File: src/supervision_pkg.sv
// Package for the breaker supervision and reclose configuration block.
// Assumes one 200 MHz clock and APB register access.
`default_nettype none
package supervision_pkg;
   // ==========================================================
   // Register offsets (byte addresses)
   localparam logic [7:0] OFS_CONFIG = 8'h00;
   localparam logic [7:0] OFS_STATUS = 8'h04;
   localparam logic [7:0] OFS_PICKUP = 8'h08;
   localparam logic [7:0] OFS_EVENTS = 8'h0C;
   // ==========================================================
   // Config field positions
   localparam int CFG_SLOW_LSB   = 0;   // 6-bit slow trip time, cycles
   localparam int CFG_ROT_ACB    = 8;
   localparam int CFG_RMS        = 9;
   localparam int CFG_DELAYED    = 10;
   localparam int CFG_ALTERNATE_GROUP_ONE_EN    = 11;
   localparam int CFG_ALTERNATE_GROUP_TWO_EN    = 12;
   localparam int CFG_MDT_EN     = 13;
   localparam int CFG_COLD_MIN   = 14;
   localparam int CFG_VBLK_MIN   = 15;
   localparam int CFG_ZONE_EN    = 16;
   localparam int CFG_TGT_ALL    = 17;
   localparam int CFG_DEMAND_LSB = 18;  // 2 bits: 5,15,30,60 min
   // ==========================================================
   // Limits, values after reset and codes
   localparam logic [5:0]  SLOW_MIN     = 6'h05;
   localparam logic [5:0]  SLOW_MAX     = 6'h3C;
   localparam logic [5:0]  SLOW_DEFAULT = 6'h12;  // 18 cycles
   localparam logic [31:0] CONFIG_RESET = 32'h0000_0012;
   localparam logic [3:0]  TRIP_HOLD    = 4'h3;   // cycles after drop
   localparam logic [1:0]  DMD_5 = 2'h0;
   localparam logic [1:0]  DMD_15 = 2'h1;
   localparam logic [1:0]  DMD_30 = 2'h2;
   localparam logic [1:0]  DMD_60 = 2'h3;
   // ==========================================================
   // Timing: one power-system cycle tick
   localparam int CLK_MHZ   = 200;
   localparam int SYS_HZ    = 60;
   localparam int TICK_CLKS = CLK_MHZ * 1000000 / SYS_HZ;
endpackage : supervision_pkg
`default_nettype wire

File: src/breaker_supervision.sv
// Breaker supervision, MULTIPLE_DEVICE_TRIP_MODE trip/reclose/lockout and zone sequence logic.
// Assumes current comparisons are done upstream; APB slave for config.
//
// Contract
// - Trip starts slow-trip timer, 5-60, default 18
// - Timer expiry before open sets slow breaker
// - Open in time resets; rearm on reclose
// - Phase rotation ABC or ACB selectable
// - Fundamental or RMS operating quantity selectable
// - Instantaneous or delayed reset mode selectable
// - Alt group needs enable, mapping, true input
// - MULTIPLE_DEVICE_TRIP_MODE ignores both aux contacts in the open breaker test
// - MULTIPLE_DEVICE_TRIP_MODE removes trip 3 cycles after drop
// - MULTIPLE_DEVICE_TRIP_MODE reclose needs OC trip and low current
// - MULTIPLE_DEVICE_TRIP_MODE lockout clears: b open, currents, reset
// - MULTIPLE_DEVICE_TRIP_MODE lockout clears: b open, targets, reset
// - MULTIPLE_DEVICE_TRIP_MODE reclose inputs need b contact
// - MULTIPLE_DEVICE_TRIP_MODE forces instantaneous reset mode
// - MULTIPLE_DEVICE_TRIP_MODE disabled by default
// - Cold-load and voltage-block time unit selects
// - Zone coordination needs enable and mapping
// - Zone coordination advances reclose sequence
// - Zone step: above pickup, drops before delay
// - Zone step starts reset time, records step
// - Target display last or accumulated
// - Demand interval 5, 15, 30 or 60 min
// - Open breaker: contacts open, current below 5%
`timescale 1ns/100ps
`default_nettype none
module breaker_supervision #(
   parameter int TICK_CLKS = supervision_pkg::TICK_CLKS
) (
   // Clock and reset
   input  wire logic        clk_i,
   input  wire logic        resetn_i,
   // APB
   input  wire logic        psel_i,
   input  wire logic        penable_i,
   input  wire logic        pwrite_i,
   input  wire logic [7:0]  paddr_i,
   input  wire logic [31:0] pwdata_i,
   output logic      [31:0] prdata_o,
   output logic             pready_o,
   output logic             pslverr_o,
   // Breaker and current status
   input  wire logic        breaker_aux_contact_a_i,
   input  wire logic        breaker_aux_contact_b_i,
   input  wire logic        trip_request_i,
   input  wire logic        oc_trip_i,
   input  wire logic        above_low_pickup_i,
   input  wire logic        below_90pct_pickup_i,
   input  wire logic        below_5pct_phase_pickup_i,
   input  wire logic        all_above_5pct_phase_pickup_i,
   input  wire logic        element_delay_expired_i,
   input  wire logic        reset_time_expired_i,
   input  wire logic        target_reset_i,
   input  wire logic        lockout_i,
   // Mapped logical inputs
   input  wire logic        alternate_group_one_mapped_i,
   input  wire logic        alternate_group_one_i,
   input  wire logic        alternate_group_two_mapped_i,
   input  wire logic        alternate_group_two_i,
   input  wire logic        zone_sequence_coordination_mapped_i,
   input  wire logic        single_shot_reclose_input_i,
   input  wire logic        multi_shot_reclose_input_i,
   // Outputs
   output logic             slow_breaker_o,
   output logic             trip_o,
   output logic             reclose_start_o,
   output logic             lockout_clear_o,
   output logic             zone_step_o,
   output logic             reset_timer_start_o,
   output logic             alt_one_active_o,
   output logic             alt_two_active_o,
   output logic             rotation_acb_o,
   output logic             use_rms_o,
   output logic             delayed_reset_o,
   output logic             cold_load_minutes_o,
   output logic             voltage_block_reclose_time_minutes_o,
   output logic             target_show_all_o,
   output logic      [1:0]  demand_interval_o,
   output logic             cycle_tick_o
);
   // ==========================================================
   // Registers
   typedef enum logic [1:0] {SUP_ARMED, SUP_TIMING, SUP_OPENED} sup_t;
   typedef enum logic [1:0] {ZS_IDLE, ZS_ABOVE} zs_t;

   logic [31:0] config_q;
   logic [31:0] tick_cnt;
   logic [5:0]  slow_cnt;
   logic [3:0]  hold_cnt;
   logic [7:0]  zone_steps;
   logic [7:0]  fault_steps;
   logic        oc_tripped;
   logic        trip_req_d;
   sup_t        sup_state;
   zs_t         zs_state;

   // ==========================================================
   // Configuration decode
   wire [5:0] cfg_slow = config_q[supervision_pkg::CFG_SLOW_LSB +: 6];
   wire       multiple_device_trip_mode      = config_q[supervision_pkg::CFG_MDT_EN];
   wire       zone_en  = config_q[supervision_pkg::CFG_ZONE_EN] &
                         zone_sequence_coordination_mapped_i;
   wire       tick     = (tick_cnt == 32'(TICK_CLKS - 1));
   wire       wr_en    = psel_i & penable_i & pwrite_i;
   wire       addr_ok  = (paddr_i == supervision_pkg::OFS_CONFIG) |
                         (paddr_i == supervision_pkg::OFS_STATUS) |
                         (paddr_i == supervision_pkg::OFS_PICKUP) |
                         (paddr_i == supervision_pkg::OFS_EVENTS);
   // Out-of-range slow trip writes clamp into the legal span
   wire [5:0] wr_slow  = pwdata_i[5:0] < supervision_pkg::SLOW_MIN ?
                         supervision_pkg::SLOW_MIN :
                         pwdata_i[5:0] > supervision_pkg::SLOW_MAX ?
                         supervision_pkg::SLOW_MAX : pwdata_i[5:0];
   // Open breaker test, aux contacts skipped in MULTIPLE_DEVICE_TRIP_MODE mode
   wire       contacts_open = multiple_device_trip_mode ? 1'b1 :
                         (~breaker_aux_contact_a_i &
                          breaker_aux_contact_b_i);
   wire       breaker_open = contacts_open &
                         below_5pct_phase_pickup_i;
   wire       trip_rise = trip_request_i & ~trip_req_d;
   wire       b_open   = ~breaker_aux_contact_b_i;
   wire       clear_a  = b_open & all_above_5pct_phase_pickup_i &
                         reset_time_expired_i;
   wire       clear_b  = b_open & target_reset_i &
                         reset_time_expired_i;
   wire       reclose_in = single_shot_reclose_input_i |
                         multi_shot_reclose_input_i;
   wire       reclose_ok = multiple_device_trip_mode ?
                         (oc_tripped & below_90pct_pickup_i &
                          breaker_aux_contact_b_i) :
                         (reclose_in & breaker_open);
   wire       zone_fire = zone_en & (zs_state == ZS_ABOVE) &
                         below_90pct_pickup_i &
                         ~element_delay_expired_i;

   // ==========================================================
   // APB slave: zero wait state
   always_ff @(posedge clk_i or negedge resetn_i) begin
      if (!resetn_i) begin
         config_q  <= supervision_pkg::CONFIG_RESET;
         prdata_o  <= 32'h0000_0000;
         pslverr_o <= 1'b0;
         pready_o  <= 1'b0;
      end else begin
         pready_o  <= psel_i & ~penable_i;
         pslverr_o <= psel_i & ~penable_i & ~addr_ok;
         if (wr_en && pready_o && paddr_i == supervision_pkg::OFS_CONFIG)
            config_q <= {12'h000, pwdata_i[19:8], 2'h0, wr_slow};
         if (psel_i && !penable_i) begin
            case (paddr_i)
               supervision_pkg::OFS_CONFIG: prdata_o <= config_q;
               supervision_pkg::OFS_STATUS: prdata_o <=
                  {24'h000000, 1'b0, oc_tripped, lockout_clear_o,
                   alt_two_active_o, alt_one_active_o, trip_o,
                   sup_state == SUP_TIMING, slow_breaker_o};
               supervision_pkg::OFS_PICKUP: prdata_o <=
                  {26'h0000000, slow_cnt};
               supervision_pkg::OFS_EVENTS: prdata_o <=
                  {16'h0000, fault_steps, zone_steps};
               default: prdata_o <= 32'h0000_0000;
            endcase
         end
      end
   end

   // ==========================================================
   // Cycle tick divider
   always_ff @(posedge clk_i or negedge resetn_i) begin
      if (!resetn_i) begin
         tick_cnt     <= 32'h0000_0000;
         cycle_tick_o <= 1'b0;
      end else begin
         tick_cnt     <= tick ? 32'h0000_0000 : tick_cnt + 32'h0000_0001;
         cycle_tick_o <= tick;
      end
   end

   // ==========================================================
   // Slow trip supervision
   always_ff @(posedge clk_i or negedge resetn_i) begin
      if (!resetn_i) begin
         sup_state      <= SUP_ARMED;
         slow_cnt       <= 6'h00;
         slow_breaker_o <= 1'b0;
         trip_req_d     <= 1'b0;
      end else begin
         trip_req_d <= trip_request_i;
         case (sup_state)
            SUP_ARMED: if (trip_rise) begin
               sup_state      <= SUP_TIMING;
               slow_cnt       <= 6'h00;
               slow_breaker_o <= 1'b0;
            end
            SUP_TIMING: if (tick) begin
               if (breaker_open)
                  sup_state <= SUP_OPENED;
               else if (slow_cnt + 6'h01 >= cfg_slow) begin
                  slow_breaker_o <= 1'b1;
                  sup_state      <= SUP_OPENED;
               end else
                  slow_cnt <= slow_cnt + 6'h01;
            end
            SUP_OPENED: if (tick && !breaker_open && !trip_request_i)
               sup_state <= SUP_ARMED;
            default: sup_state <= SUP_ARMED;
         endcase
      end
   end

   // ==========================================================
   // Trip output and MULTIPLE_DEVICE_TRIP_MODE reclose/lockout
   always_ff @(posedge clk_i or negedge resetn_i) begin
      if (!resetn_i) begin
         trip_o          <= 1'b0;
         hold_cnt        <= 4'h0;
         oc_tripped      <= 1'b0;
         reclose_start_o <= 1'b0;
         lockout_clear_o <= 1'b0;
      end else begin
         reclose_start_o <= 1'b0;
         lockout_clear_o <= 1'b0;
         if (oc_trip_i)
            oc_tripped <= 1'b1;
         if (trip_request_i) begin
            trip_o   <= 1'b1;
            hold_cnt <= 4'h0;
         end else if (tick && trip_o) begin
            if (!multiple_device_trip_mode)
               trip_o <= 1'b0;
            else if (!below_90pct_pickup_i)
               hold_cnt <= 4'h0;
            else if (hold_cnt + 4'h1 >= supervision_pkg::TRIP_HOLD)
               trip_o <= 1'b0;
            else
               hold_cnt <= hold_cnt + 4'h1;
         end
         if (tick && reclose_ok && (multiple_device_trip_mode ? 1'b1 : oc_tripped)) begin
            reclose_start_o <= 1'b1;
            oc_tripped      <= oc_trip_i;
         end
         if (tick && multiple_device_trip_mode && lockout_i && (clear_a || clear_b))
            lockout_clear_o <= 1'b1;
      end
   end

   // ==========================================================
   // Zone sequence coordination
   always_ff @(posedge clk_i or negedge resetn_i) begin
      if (!resetn_i) begin
         zs_state            <= ZS_IDLE;
         zone_step_o         <= 1'b0;
         reset_timer_start_o <= 1'b0;
         zone_steps          <= 8'h00;
         fault_steps         <= 8'h00;
      end else begin
         zone_step_o         <= 1'b0;
         reset_timer_start_o <= 1'b0;
         if (tick) begin
            case (zs_state)
               ZS_IDLE: if (zone_en && above_low_pickup_i)
                  zs_state <= ZS_ABOVE;
               ZS_ABOVE: begin
                  if (zone_fire) begin
                     zone_step_o         <= 1'b1;
                     reset_timer_start_o <= 1'b1;
                     zone_steps          <= zone_steps + 8'h01;
                     fault_steps         <= fault_steps + 8'h01;
                  end
                  if (!zone_en || element_delay_expired_i || zone_fire)
                     zs_state <= ZS_IDLE;
               end
               default: zs_state <= ZS_IDLE;
            endcase
         end
      end
   end

   // ==========================================================
   // Static mode outputs
   always_ff @(posedge clk_i or negedge resetn_i) begin
      if (!resetn_i) begin
         alt_one_active_o <= 1'b0;
         alt_two_active_o <= 1'b0;
         rotation_acb_o   <= 1'b0;
         use_rms_o        <= 1'b0;
         delayed_reset_o  <= 1'b0;
         cold_load_minutes_o                  <= 1'b0;
         voltage_block_reclose_time_minutes_o <= 1'b0;
         target_show_all_o <= 1'b0;
         demand_interval_o <= supervision_pkg::DMD_5;
      end else begin
         alt_one_active_o <= config_q[supervision_pkg::CFG_ALTERNATE_GROUP_ONE_EN] &
            alternate_group_one_mapped_i & alternate_group_one_i;
         alt_two_active_o <= config_q[supervision_pkg::CFG_ALTERNATE_GROUP_TWO_EN] &
            alternate_group_two_mapped_i & alternate_group_two_i;
         rotation_acb_o  <= config_q[supervision_pkg::CFG_ROT_ACB];
         use_rms_o       <= config_q[supervision_pkg::CFG_RMS];
         delayed_reset_o <= config_q[supervision_pkg::CFG_DELAYED] &
                            ~multiple_device_trip_mode;
         cold_load_minutes_o <=
            config_q[supervision_pkg::CFG_COLD_MIN];
         voltage_block_reclose_time_minutes_o <=
            config_q[supervision_pkg::CFG_VBLK_MIN];
         target_show_all_o <= config_q[supervision_pkg::CFG_TGT_ALL];
         demand_interval_o <=
            config_q[supervision_pkg::CFG_DEMAND_LSB +: 2];
      end
   end

   // ==========================================================
   // Checks
   chk_mdt_inst_reset: assert property (@(posedge clk_i)
      disable iff (!resetn_i) multiple_device_trip_mode |=> !delayed_reset_o)
      else $error("delayed reset while MULTIPLE_DEVICE_TRIP_MODE on");
   chk_alt_gate: assert property (@(posedge clk_i)
      disable iff (!resetn_i)
      !alternate_group_one_mapped_i |=> !alt_one_active_o)
      else $error("alt one active while unmapped");
   chk_slow_flag: assert property (@(posedge clk_i)
      disable iff (!resetn_i)
      $rose(slow_breaker_o) |-> $past(sup_state) == SUP_TIMING)
      else $error("slow flag without timing");
   chk_zone_gate: assert property (@(posedge clk_i)
      disable iff (!resetn_i)
      zone_step_o |-> $past(zone_en))
      else $error("zone step while disabled");
   chk_zone_reset: assert property (@(posedge clk_i)
      disable iff (!resetn_i) zone_step_o |-> reset_timer_start_o)
      else $error("zone step without reset timer");
   chk_trip_set: assert property (@(posedge clk_i)
      disable iff (!resetn_i) trip_request_i |=> trip_o)
      else $error("trip not raised");
   chk_clear_mdt: assert property (@(posedge clk_i)
      disable iff (!resetn_i) lockout_clear_o |-> $past(multiple_device_trip_mode))
      else $error("lockout cleared outside MULTIPLE_DEVICE_TRIP_MODE");
   chk_tick_rate: assert property (@(posedge clk_i)
      disable iff (!resetn_i) cycle_tick_o |=> !cycle_tick_o)
      else $error("tick longer than one clock");
endmodule : breaker_supervision
`default_nettype wire

File: config.mk
export PLATFORM = sky130hd
export DESIGN_NAME = breaker_supervision
export DESIGN_NICKNAME = d
export VERILOG_FILES = /design/src/supervision_pkg.sv /design/src/breaker_supervision.sv
export SDC_FILE = /design/constraint.sdc
export NUM_CORES = 1
export LEC_CHECK = 0
export BUFFER_PORTS_ARGS = -buffer_cell sky130_fd_sc_hd__buf_2
export CORE_MARGIN = 2
export CORE_UTILIZATION = 50
export CTS_BUF_LIST = sky130_fd_sc_hd__clkbuf_4
export CTS_CLUSTER_SIZE = 25
export DETAILED_ROUTE_END_ITERATION = 10
export GPL_TIMING_DRIVEN = 0
export HOLD_SLACK_MARGIN = 0.08
export PLACE_DENSITY = 0.75
export SKIP_CTS_REPAIR_TIMING = 1
export SLEW_MARGIN = 20
export SYNTH_ARGS = -nofsm -noshare
export SYNTH_HDL_FRONTEND = slang
export SYNTH_SLANG_ARGS = --single-unit
File: constraint.sdc
create_clock -name clk_i -period 2.4 [get_ports clk_i]
set_input_delay 0.24 -clock clk_i [delete_from_list [all_inputs] [get_ports clk_i]]
set_output_delay 0.24 -clock clk_i [all_outputs]
set_load 0.02 [all_outputs]
# ---- Word-level counts from Yosys, hierarchy flattened
# Index checks and enable logic that the tools add are counted.
dict set report word_totals {
  regBits 132
}
dict set report classes {
  eq_ne 19
  n_reduce_logical 33
  n_mux 43
  order_cmp 4
  n_bitwise 34
  addsub 5
}
# operator count
set ops {}
lappend ops {{$pmux W20 S4} 1}
lappend ops {{$mux W6} 6}
lappend ops {{$add A32 B1 Y32 const B} 1}
lappend ops {{$eq A32 B22 Y1 const B} 1}
lappend ops {{$mux W32} 1}
lappend ops {{$and A1 B1 Y1} 23}
lappend ops {{$mux W4} 5}
lappend ops {{$mux W1} 19}
lappend ops {{$add A8 B1 Y8 const B} 2}
lappend ops {{$eq A8 B4 Y1 const B} 2}
lappend ops {{$mux W2} 7}
lappend ops {{$logic_and A1 B1 Y1} 12}
lappend ops {{$ne A2 B2 Y1 const B} 6}
lappend ops {{$pmux W6 S2} 1}
lappend ops {{$reduce_and A3 Y1} 4}
lappend ops {{$reduce_and A5 Y1} 2}
lappend ops {{$eq A8 B3 Y1 const B} 1}
lappend ops {{$logic_not A8 Y1} 1}
lappend ops {{$reduce_bool A2 Y1} 4}
lappend ops {{$not A1 Y1} 7}
lappend ops {{$add A6 B1 Y6 const B} 1}
lappend ops {{$ge A6 B6 Y1} 1}
lappend ops {{$gt A6 B6 Y1 const B} 1}
lappend ops {{$lt A6 B3 Y1 const B} 1}
lappend ops {{other kinds (15)} 28}

# ---- Longest topological paths before layout
dict set report depth {
  word_depth 9
  mapped_depth 9
  ltp_nobuf 8
}

# ---- Worst setup path before layout
# Ideal clock, no wire load.
dict set report synth_path {
  path_type {register -> register}
  start {reg tick_cnt[0]}
  end {reg fault_steps[4]}
  required_time_ns 2.277
  t_arrival_ns 2.171
  path_buffers 1
  stages_incl_launch_ff 9
  period_less_slack_ns 2.294
  path_slack_ns 0.106
  cell_sequence {dfrtp_1 inv_1 ha_1 or4b_1 or4_4 nor3_4 buf_6 nand4_1 xnor2_1}
}
dict set report synth_between {
  elab_chain_cells 2
}
# item line
set synth_lines {}
lappend synth_lines {{start: declaration} breaker_supervision.sv:90} ;# logic [31:0] tick_cnt;
lappend synth_lines {{start signal: assignment} breaker_supervision.sv:176} ;# tick_cnt <= tick ? 32'h0000_0000 : tick_cnt + 32'h0000_0001;
lappend synth_lines {{$eq A32 B22 Y1} breaker_supervision.sv:106} ;# wire tick = (tick_cnt == 32'(TICK_CLKS - 1));
lappend synth_lines {{$reduce_and A3 Y1 (no line)} n/a}
lappend synth_lines {{end signal: assignment} breaker_supervision.sv:270} ;# fault_steps <= fault_steps + 8'h01;
lappend synth_lines {{end: declaration} breaker_supervision.sv:94} ;# logic [7:0] fault_steps;
# Every way passes these cells.
# A chain may end at the register's enable or synchronous reset.

# ---- Worst setup path after layout
dict set report layout_path {
  start {reg tick_cnt[0]}
  end {reg fault_steps[1]}
}
# Same word-level chain as after synthesis.

==> flow_metrics.py <==
metrics = {
    "pwr": {
        "intPower_mw": 2.61,
        "peakVddDrop_mv": 0.363,
        "p_seq_share_pct": 57.7,
        "clock_power_share_pct": 35.4,
        "leakage_nw": 3.53,
        "power.switching_uw": 892,
        "total_power_mw": 3.51,
        "p_sw_share_pct": 25.4,
        "power_frac_comb_pct": 6.9,
        "pwr_density_cell_nw_per_um2": 495,
    },
    "timing": {
        "tightest_slew_ps": 741,
        "finalSetupViolations": 1,
        "worst_slack_ps": -18.1,
        "fmax_mhz": 414,
        "slew_violations": 0,
        "skew_ps": 15.1,
        "slew_headroom_pct": 50.1,
        "min_period_ps": 2420,
        "period_share_pct": 101,
        "rsz0062_at_grt": "true",
        "finalHoldViolCount": 0,
    },
    "setup_path": {
        "cp-end-kind": "flip-flop",
        "crit_fanout": 4,
        "cp.required_ps": 2810,
        "path_class": "flip-flop to flip-flop",
        "start_kind": "flip-flop",
        "arrival_ps": 2830,
    },
    "clock_network": {
        "root_buffer": "clkbuf_4",
        "cts_tree": "yes",
        "clk_latency_ps": 540,
        "cts.sinks": 119,
        "cts_buffer_depth": 2,
        "clk_pin_slew_worst_paths_ps": 110,
        "h-tree-depth": 4,
        "numCtsBuffers": 17,
    },
    "floorplan": {
        "row_count": 38,
        "die_w_um": 110,
        "io_pins": 115,
        "core_area_um2": 10900,
        "die-area_um2": 12200,
        "die_y_um": 110,
        "floorplan.initialDensity_pct": 51.7,
    },
    "yosys": {
        "ys_types": 61,
        "ys.flop_type": "dfrtp_1",
        "ys_seq_area_share_pct": 52.7,
        "synth.cell_area_um2": 5660,
        "synth_area_per_cell_um2": 11.2,
        "syn_inst": 506,
        "ys_ff_latch": 119,
        "synth_edf_count": 0,
        "async_reset_ff_share_pct": 100,
        "yosys_warnings": 0,
    },
    "routing": {
        "wl_per_cell_um": 15.8,
        "drcViolationCount": 0,
        "postRouteAntennaNets": 0,
        "totalWireLength_um": 13000,
        "drtPass1Iterations": 6,
        "vias": 4528,
        "drt_iter0_drc": 301,
        "vias_per_cell": 5.49,
    },
    "status": {
        "violations": "negative setup slack",
        "run_status": "finished with violations",
    },
    "grt": {
        "grt_pass1_vias": 4157,
        "grt_max_degree": 70,
        "grt_pass1_wl_um": 19700,
        "antenna_found_initial": 0,
        "grt_overflow": 0,
        "grt_use_total_pct": 21.3,
    },
    "flow_run": {
        "cap_violations": 0,
    },
    "placed_design": {
        "post-place-cells": 746,
        "portBuffers": 88,
        "dp_hpwl_um": 8820,
        "gp_congestion": 0.816,
    },
    "finish": {
        "layout_common_cells": "dfrtp_1, buf_2, dlygate4sd3_1, nor2_1, nand2_1",
        "synthToLayoutAreaGrowth_pct": 25.2,
        "drive_above_1_share_pct": 27.4,
        "num_antenna_cells": 0,
        "layout.cells.non_filler": 825,
        "final_common_cell": "dfrtp_1",
        "nNetsFinal": 749,
    },
    "min_path": {
        "min-delay-path-class": "primary input to flip-flop",
    },
}
==> metal layers <==
layer	global-route usage [%]	wire length (µm)
met1	26.6	5570
met4	10.4	361
met3	5.82	714
met2	34.1	6370
met5	0	0
==> worst max-delay path, stage by stage, from the launching register on <==
cell	delay, ps
dfrtp_2	450
inv_2	80
ha_4	130
or4b_1	430
or4_4	450
nor3_4	250
buf_4	180
mux2_2	320
==> cells by family after synthesis <==
kind of cell             count (synthesis)  synth area share, %
adder cells (fa/ha/maj)                 13                 2.88
AND/OR/NAND/NOR                        183                 17.5
other                                    1               0.0663
multiplexers                            26                 6.33
flip-flops                             119                 52.7
XOR/XNOR                                47                 7.28
buffers and inverters                   51                 4.47
AO/OA/AOI/OAI                           66                 8.81
==> synth_stat cells, drive strengths merged, types with 3 or more instances <==
cell | count | area, µm²
a21oi | 5 | 25.0
a22o | 15 | 131
a22oi | 8 | 60.1
a31oi | 3 | 18.8
and2 | 4 | 25.0
and3 | 17 | 108
and4 | 3 | 26.3
buf | 17 | 124
clkbuf | 17 | 65.1
dfrtp | 117 | 2930
ha | 13 | 163
inv | 17 | 63.8
mux2 | 18 | 203
mux4 | 6 | 135
nand2 | 35 | 131
nand2b | 3 | 18.8
nand3 | 22 | 110
nand4 | 25 | 156
nor2 | 37 | 139
nor2b | 6 | 37.5
nor3 | 9 | 56.3
nor4 | 4 | 25.0
o21ai | 6 | 30.0
o31ai | 11 | 82.6
or3 | 3 | 20.0
or4 | 4 | 33.8
xnor2 | 26 | 228
xor2 | 21 | 184
==> state kept, by name, summed over array words and instances (netlist names), 2 cells and up <==
register / count
config_q: 18
prdata_o: 20
slow_cnt: 6
demand_interval_o: 2
sup_state: 2
hold_cnt: 4
fault_steps: 8
zone_steps: 8
tick_cnt: 32
==> cell type report <==
class	count	area (µm²)
Buffer	32	186
Clock buffer	17	128
Clock inverter	15	114
Fill cell	853	3850
Inverter	17	63.8
Multi-Input combinational cell	347	2490
Sequential cell	119	2980
Tap cell	140	175
Timing Repair Buffer	138	935
==> power by group through the flow <==
stage                     Clock [mW]  Sequential [mW]  Combinational, mW
after floorplan                    0             2.06             0.0806
after global placement             0             2.06              0.184
after detailed placement           0             2.06              0.196
after CTS                       1.27             2.02              0.197
after global routing            1.36             2.02              0.267
final                           1.24             2.02              0.242
==> metrics by stage <==
stage | setup TNS [ps] | instance area [µm²] | util, % | worst slack, ps | hold WS (ps)
finish | -18.1 | 7080 | 64.7 | -18.1 | 83.7
global route | -347 | 7080 | 64.7 | -81.5 | 87.4
CTS | -2500 | 6590 | 60.2 | -226 | -383
detailed placement | -1660 | 6350 | 58.0 | -178 | 214
global placement | -32190 | 6310 | 57.7 | -275 | 376
floorplan | 0 | 5700 | - | 106 | -55.6
==> path summary, 6_finish.rpt <==
kind | from | endpoint | slack [ps] | depth (start not counted)
max in group asynchronous | resetn_i | cycle_tick_o | 1480 | 3
worst max-delay path | tick_cnt[0] | fault_steps[1] | -20 | 7
worst min register to register | config_q[9] | use_rms_o | 410 | 0
min in group asynchronous | resetn_i | cold_load_minutes_o | 200 | 2
worst min-delay path | paddr_i[5] | prdata_o[6] | 80 | 4
worst max register to register | tick_cnt[0] | fault_steps[1] | -20 | 7
Power figures use the tool's default switching activity.
